==> src/hdl/swc_regs.vh <==
// Register offsets, field positions and reset values of the switch control register
// How it works
// - Writing one to full_reset_trigger starts a fundamental reset, zero does nothing, it reads 0.
// - Writing one to warm_reset_trigger starts a hot reset, zero does nothing, it reads 0.
// - While hold_in_reset is one the switch core except the SMBus side stays in reset.
// - An error in configuration-memory loading sets hold_in_reset, and loaded code may set it.
// - With write_lock_release one lock-protected fields take writes, with it zero they are read-only.
// - write_lock_release resets to zero but is set during any reset operation.
// - budget_value_write_enable opens the per-port power budget values and is lock-protected.
// - link_down_reset_mask stops an upstream DL_Down from causing a hot reset, other causes stay.
// - skip_load_on_warm_reset drops the configuration-memory step from the hot reset sequence.
// - force_strict_ordering makes the switch ignore the relaxed-ordering attribute.
// - Sticky fields keep their values across a hot reset.
`ifndef SWC_REGS_VH
`define SWC_REGS_VH

// ****************************************
// Address map
// ****************************************
`define SWC_ADDR_W            12
`define SWC_SWITCH_CONTROL    12'h404

// ****************************************
// Field positions
// ****************************************
`define SWC_FULL_RESET_BIT    0
`define SWC_WARM_RESET_BIT    1
`define SWC_HOLD_BIT          2
`define SWC_LOCK_REL_BIT      3
`define SWC_BUDGET_WE_BIT     4
`define SWC_LD_MASK_BIT       5
`define SWC_SKIP_LOAD_BIT     6
`define SWC_STRICT_BIT        7

// ****************************************
// Reset values and field attributes
// ****************************************
`define SWC_CTRL_RESET        8'h00
`define SWC_STICKY_MASK       8'hf8
`define SWC_LOCKED_MASK       8'h10
`define SWC_IMPL_MASK         32'h000000ff

`endif

==> src/hdl/swc_ctrl.v <==
// Switch control register with reset triggers, lock gating and sticky switch options
`timescale 1ns/1ps
`include "swc_regs.vh"
module swc_ctrl (
  input  wire                   i_clock,
  input  wire                   i_rst,
  input  wire                   i_reg_req,
  input  wire                   i_reg_we,
  input  wire [`SWC_ADDR_W-1:0] i_reg_addr,
  input  wire [31:0]            i_reg_wdata,
  output reg                    o_reg_ack,
  output reg  [31:0]            o_reg_rdata,
  input  wire                   i_warm_rst,
  input  wire                   i_reset_in_progress,
  input  wire                   i_load_error,
  input  wire                   i_upstream_dl_down,
  input  wire                   i_other_warm_cause,
  input  wire                   i_full_reset_ack,
  input  wire                   i_warm_reset_ack,
  output wire                   o_full_reset_req,
  output wire                   o_warm_reset_req,
  output wire                   o_hold_in_reset,
  output wire                   o_write_lock_release,
  output wire                   o_budget_value_write_enable,
  output wire                   o_skip_load_on_warm_reset,
  output wire                   o_force_strict_ordering
);

  // ****************************************
  // Register port decode
  // ****************************************
  wire       hit;
  wire       wr;
  wire [7:0] stored;
  wire [7:0] hw_set;
  reg        dl_down_prev;
  wire       dl_down_edge;
  wire       warm_cause;
  wire       full_cause;

  assign hit = (i_reg_addr == `SWC_SWITCH_CONTROL);
  assign wr  = i_reg_req && i_reg_we && hit;

  // ****************************************
  // Hardware sets
  // ****************************************
  assign hw_set[`SWC_FULL_RESET_BIT] = 1'b0;
  assign hw_set[`SWC_WARM_RESET_BIT] = 1'b0;
  assign hw_set[`SWC_HOLD_BIT]       = i_load_error;
  assign hw_set[`SWC_LOCK_REL_BIT]   = i_reset_in_progress;
  assign hw_set[7:4]                 = 4'h0;

  // ****************************************
  // Stored fields
  // ****************************************
  // Trigger bits 0 and 1 hold no state and always read as zero
  assign stored[`SWC_FULL_RESET_BIT] = 1'b0;
  assign stored[`SWC_WARM_RESET_BIT] = 1'b0;

  genvar g;
  generate
    for (g = `SWC_HOLD_BIT; g <= `SWC_STRICT_BIT; g = g + 1) begin : g_bit
      swc_ctl_bit #(
        .STICKY    ((`SWC_STICKY_MASK >> g) & 1),
        .LOCKED    ((`SWC_LOCKED_MASK >> g) & 1),
        .RESET_VAL (`SWC_CTRL_RESET >> g)
      ) u_bit (
        .i_clock    (i_clock),
        .i_rst      (i_rst),
        .i_warm_rst (i_warm_rst),
        .i_wr       (wr),
        .i_wdata    (i_reg_wdata[g]),
        .i_unlock   (stored[`SWC_LOCK_REL_BIT]),
        .i_hw_set   (hw_set[g]),
        .o_q        (stored[g])
      );
    end
  endgenerate

  // ****************************************
  // Reset causes
  // ****************************************
  // The link-down cause is taken on entry to DL_Down, so a link that stays down
  // asks for one hot reset, not one per cycle.
  always @(posedge i_clock or posedge i_rst) begin
    if (i_rst) begin
      dl_down_prev <= 1'b0;
    end else begin
      dl_down_prev <= i_upstream_dl_down;
    end
  end

  assign dl_down_edge = i_upstream_dl_down && !dl_down_prev;
  assign full_cause   = wr && i_reg_wdata[`SWC_FULL_RESET_BIT];
  assign warm_cause   = (wr && i_reg_wdata[`SWC_WARM_RESET_BIT])
                      || (dl_down_edge && !stored[`SWC_LD_MASK_BIT])
                      || i_other_warm_cause;

  swc_trigger u_full (
    .i_clock (i_clock),
    .i_rst   (i_rst),
    .i_cause (full_cause),
    .i_ack   (i_full_reset_ack),
    .o_req   (o_full_reset_req)
  );

  swc_trigger u_warm (
    .i_clock (i_clock),
    .i_rst   (i_rst),
    .i_cause (warm_cause),
    .i_ack   (i_warm_reset_ack),
    .o_req   (o_warm_reset_req)
  );

  // ****************************************
  // Control outputs
  // ****************************************
  assign o_hold_in_reset             = stored[`SWC_HOLD_BIT];
  assign o_write_lock_release        = stored[`SWC_LOCK_REL_BIT];
  assign o_budget_value_write_enable = stored[`SWC_BUDGET_WE_BIT];
  assign o_skip_load_on_warm_reset   = stored[`SWC_SKIP_LOAD_BIT];
  assign o_force_strict_ordering     = stored[`SWC_STRICT_BIT];

  // ****************************************
  // Read and acknowledge
  // ****************************************
  // Every request is answered one cycle later; unmapped reads return zero
  always @(posedge i_clock or posedge i_rst) begin
    if (i_rst) begin
      o_reg_ack   <= 1'b0;
      o_reg_rdata <= 32'h00000000;
    end else begin
      o_reg_ack <= i_reg_req;
      if (i_reg_req && !i_reg_we && hit) begin
        o_reg_rdata <= {24'h000000, stored} & `SWC_IMPL_MASK;
      end else if (i_reg_req) begin
        o_reg_rdata <= 32'h00000000;
      end
    end
  end

endmodule

==> src/hdl/swc_ctl_bit.v <==
// One stored control bit with hardware set, lock gating and warm-reset clearing
`timescale 1ns/1ps
module swc_ctl_bit #(
  parameter STICKY    = 1,
  parameter LOCKED    = 0,
  parameter RESET_VAL = 1'b0
) (
  input  wire i_clock,
  input  wire i_rst,
  input  wire i_warm_rst,
  input  wire i_wr,
  input  wire i_wdata,
  input  wire i_unlock,
  input  wire i_hw_set,
  output reg  o_q
);

  reg next_q;

  always @* begin
    next_q = o_q;
    if (i_wr && (LOCKED == 0 || i_unlock)) begin
      next_q = i_wdata;
    end
    if (i_warm_rst && STICKY == 0) begin
      next_q = RESET_VAL[0];
    end
    // Hardware set is applied last so it beats any clear in the same cycle
    if (i_hw_set) begin
      next_q = 1'b1;
    end
  end

  always @(posedge i_clock or posedge i_rst) begin
    if (i_rst) begin
      o_q <= RESET_VAL[0];
    end else begin
      o_q <= next_q;
    end
  end

endmodule

==> src/hdl/swc_trigger.v <==
// Reset request latch: held from its cause until the sequencer acknowledges it
`timescale 1ns/1ps
module swc_trigger (
  input  wire i_clock,
  input  wire i_rst,
  input  wire i_cause,
  input  wire i_ack,
  output reg  o_req
);

  // A cause in the acknowledge cycle starts a new request rather than being lost
  always @(posedge i_clock or posedge i_rst) begin
    if (i_rst) begin
      o_req <= 1'b0;
    end else if (i_cause) begin
      o_req <= 1'b1;
    end else if (i_ack) begin
      o_req <= 1'b0;
    end
  end

endmodule

==> config.mk <==
export PLATFORM = sky130hd
export DESIGN_NAME = swc_ctrl
export DESIGN_NICKNAME = d
export VERILOG_FILES = /design/src/hdl/swc_ctrl.v /design/src/hdl/swc_ctl_bit.v /design/src/hdl/swc_trigger.v
export VERILOG_INCLUDE_DIRS = /design/src /design/src/hdl
export SDC_FILE = /design/constraint.sdc
export NUM_CORES = 1
export LEC_CHECK = 0
export BUFFER_PORTS_ARGS = -buffer_cell sky130_fd_sc_hd__clkbuf_2
export CAP_MARGIN = 20
export CORE_MARGIN = 4
export CORE_UTILIZATION = 36
export DETAILED_ROUTE_END_ITERATION = 10
export GPL_TIMING_DRIVEN = 0
export PLACE_DENSITY = 0.84
export SETUP_SLACK_MARGIN = 0.05
export SYNTH_ARGS = -nofsm -noshare
export SYNTH_HDL_FRONTEND = slang
export SYNTH_HIERARCHICAL = 1
export SYNTH_SLANG_ARGS = --single-unit
==> constraint.sdc <==
create_clock -name i_clock -period 1.25 [get_ports i_clock]
set_input_delay 0.25 -clock i_clock [delete_from_list [all_inputs] [get_ports i_clock]]
set_output_delay 0.25 -clock i_clock [all_outputs]
set_load 0.02 [all_outputs]
==> flow_summary.toml <==
[floorplan]
initial_utilization_pct = 38.5
placeableCoreArea_um2 = 2520
dieWidth_um = 60.0
ios = 95
die_area_um2 = 3600
floorplan.rows = 18
floorplan.die.height_um = 60.0

[logic_synthesis]
synthesis.area_per_instance_um2 = 9.72
ys_warn_count = 6
mappedNetlistArea_um2 = 972
synth.ff_latch_count = 16
netlist_top_cells_area = "sky130_fd_sc_hd__dfrtp_1 41%, sky130_fd_sc_hd__buf_4 20%, sky130_fd_sc_hd__inv_1 9.7%"
seq_area_frac_synth_pct = 41.2
synth_enable_flop_cells = 0
share_of_the_synthesized_area_in_the_top_cell_type_pct = 41.2
yosysTopAreaCell = "sky130_fd_sc_hd__dfrtp_1"
syn_inst = 100
synth_ff_type = "sky130_fd_sc_hd__dfrtp_1"
synth.distinct_cells = 23
synth_async_sr_flop_share_pct = 100

[routing]
route.antenna.remaining_nets = 0
drcViolationCount = 0
post_drt_via_cell_ratio = 3.96
via_count = 859
drt_pre_antenna_iters = 4
drt_iter0_drc = 10
avgRoutedWirePerCell_um = 10.6
wl_um = 2310

[clock_tree]
tritoncts_clock_tree = "built"
cts_inserted_buffers = 3
clockRootBuffer = "sky130_fd_sc_hd__clkbuf_4"
cts-htree-levels = 1
cts.sink_count = 16
clock_tree.buffer_depth = 2
clock_pin_slew_reported_for_the_worst_setup_and_hold_paths_after_clock_tree_synthesis_ns = 0.09
insertion_delay_ns = 0.29

[status]
violations_in_the_final_reports = "setup timing"
status = "finished, violations left"

[sta]
fin_worst_hold_slack_ns = 0.0816
postLayoutSetupSlackWorst_ns = -0.00204
finalHoldViolations = 0
timing.final.crit_share_pct = 100
finalMaxSlewViolations = 0
rsz0062_at_grt = "true"
fmax_mhz = 799
final.setup_skew_ns = 0.000719
total_setup_violations_reported_at_the_end_of_the_flow = 1
fin_crit_ns = 1.25

[layout]
n_antenna_cell = 0
final_core_util_pct = 58.7
post_route_cells_drive_above_1_share_pct = 48.1
layout.cells.most_common = "sky130_fd_sc_hd__clkbuf_2"
final_cell_mix = "42 x sky130_fd_sc_hd__clkbuf_2, 34 x sky130_fd_sc_hd__buf_4, 30 x sky130_fd_sc_hd__conb_1"
final_layout_net_count = 243
area.growth.synth_to_final_pct = 52.4

[global_route]
grt_pass1_wl_um = 3360
grt_util_met3_pct = 3.24
grt_antenna_before_repair = 0
first_global_vias = 802
met2_resource_use_gr_pct = 23.8
pin_count_of_the_biggest_net_entering_global_routing = 10
groute.usage.overall_pct = 12.5
grt_use_met1_pct = 12.4
grt_busiest_layer = "met2"
gr-total-overflow = 0

[power]
leakage_nw = 0.904
power_density_nw_per_um2 = 764
design_power_total_mw = 1.13
vdd.ir_drop.worst_uv = 615

[critical_path]
cp-end-kind = "flip-flop"
crit_fanout = 5
setup.worst_path.class = "in -> reg"
signal_arrival_time_at_the_worst_endpoint_ns = 1.43
worstPathRequired_ns = 1.43
worstSetupStartpointType = "input pin"

[placement]
hpwlAfterDp_um = 1770
gp_congestion = 0.725
numPortBuffers = 44

[worst_hold_path]
timing.hold.worst.class = "in -> reg"

[run]
cap_violations = 0
[critical path, cell delays in order]
cell and delay (ns):
sky130_fd_sc_hd__buf_6 0.09, sky130_fd_sc_hd__and4bb_4 0.33, sky130_fd_sc_hd__nand3b_1 0.15, sky130_fd_sc_hd__nor2_4 0.19, sky130_fd_sc_hd__a21boi_1 0.09, sky130_fd_sc_hd__a311o_1 0.33
[through the flow]
step | instances | cell area (um^2) | setup slack, ns | setup TNS [ns]
final | 217 | 1480 | -0.00204 | -0.00204
after global routing | 217 | 1480 | -0.0536 | -0.233
after CTS | 215 | 1460 | 0.0405 | 0
after detailed placement | 203 | 1350 | -0.487 | -2.24
after global placement | 203 | 1350 | -0.448 | -2.06
after floorplan | 129 | 1090 | -0.126 | -0.235
[kinds of logic after synthesis]
| logic type | synth area share, % |
|---|---|
| DFF | 41.2 |
| buffers and inverters | 29.7 |
| muxes | 1.03 |
| other | 0.386 |
| AOI/OAI and AO/OA | 12.7 |
| and+or+nand+nor | 14.9 |
[sequential cells by signal, summed over array words and instances, names as in the netlist]
| register | cells |
|---|---|
| u_full/o_req | 1 |
| g_bit.u_bit/o_q | 6 |
| o_reg_ack | 1 |
| u_warm/o_req | 1 |
| o_reg_rdata | 6 |
| dl_down_prev | 1 |
[cells in the mapped netlist (all sizes together), types with 2 or more instances]
library cell / number
nor2: 2
dfrtp: 16
o22ai: 6
buf: 26
a21o: 2
nor2b: 4
a211o: 4
inv: 25
[what timing repair did]
action                                 in CTS  in global routing
setup endpoints to repair                   6                  5
hold buffers                                1                  0
pin swaps                                   5                  1
endpoints found under the hold margin      16                  0
resized for setup                           3                  2
setup buffers                               7                  2
[metal layers]
layer,wire [um],share of wire [%]
met1,784,34
met2,1210,53
met3,257,11
met4,48,2.1
met5,0,0
[worst paths after layout]
kind,startpoint,end,slack [ns],cells past startpoint
min in group asynchronous,i_rst,g_bit[4].u_bit/o_q,0.46,3
max,i_reg_addr[3],g_bit[4].u_bit/o_q,-0.002,6
max reg2reg,g_bit[4].u_bit/o_q,g_bit[4].u_bit/o_q,0.28,2
min,i_upstream_dl_down,dl_down_prev,0.08,1
min reg2reg,u_warm/o_req,u_warm/o_req,0.49,1
max in group asynchronous,i_rst,o_reg_rdata[6],0.47,3
[area by class of cell]
cell class / instances / area, um^2
Multi-Input combinational cell: 62 / 402
Clock buffer: 4 / 36.3
Inverter: 25 / 93.8
Sequential cell: 16 / 400
Buffer: 26 / 195
Fill cell: 210 / 1040
Timing Repair Buffer: 54 / 317
Tap cell: 30 / 37.5
[where the power goes]
group | internal [mW] | total [mW] | leakage [nW] | switching, mW
clock | 0.178 | 0.343 | 0.0210 | 0.165
sequential | 0.525 | 0.528 | 0.186 | 0.00360
combinational | 0.117 | 0.261 | 0.696 | 0.143
(Power assumes the default switching activity.)
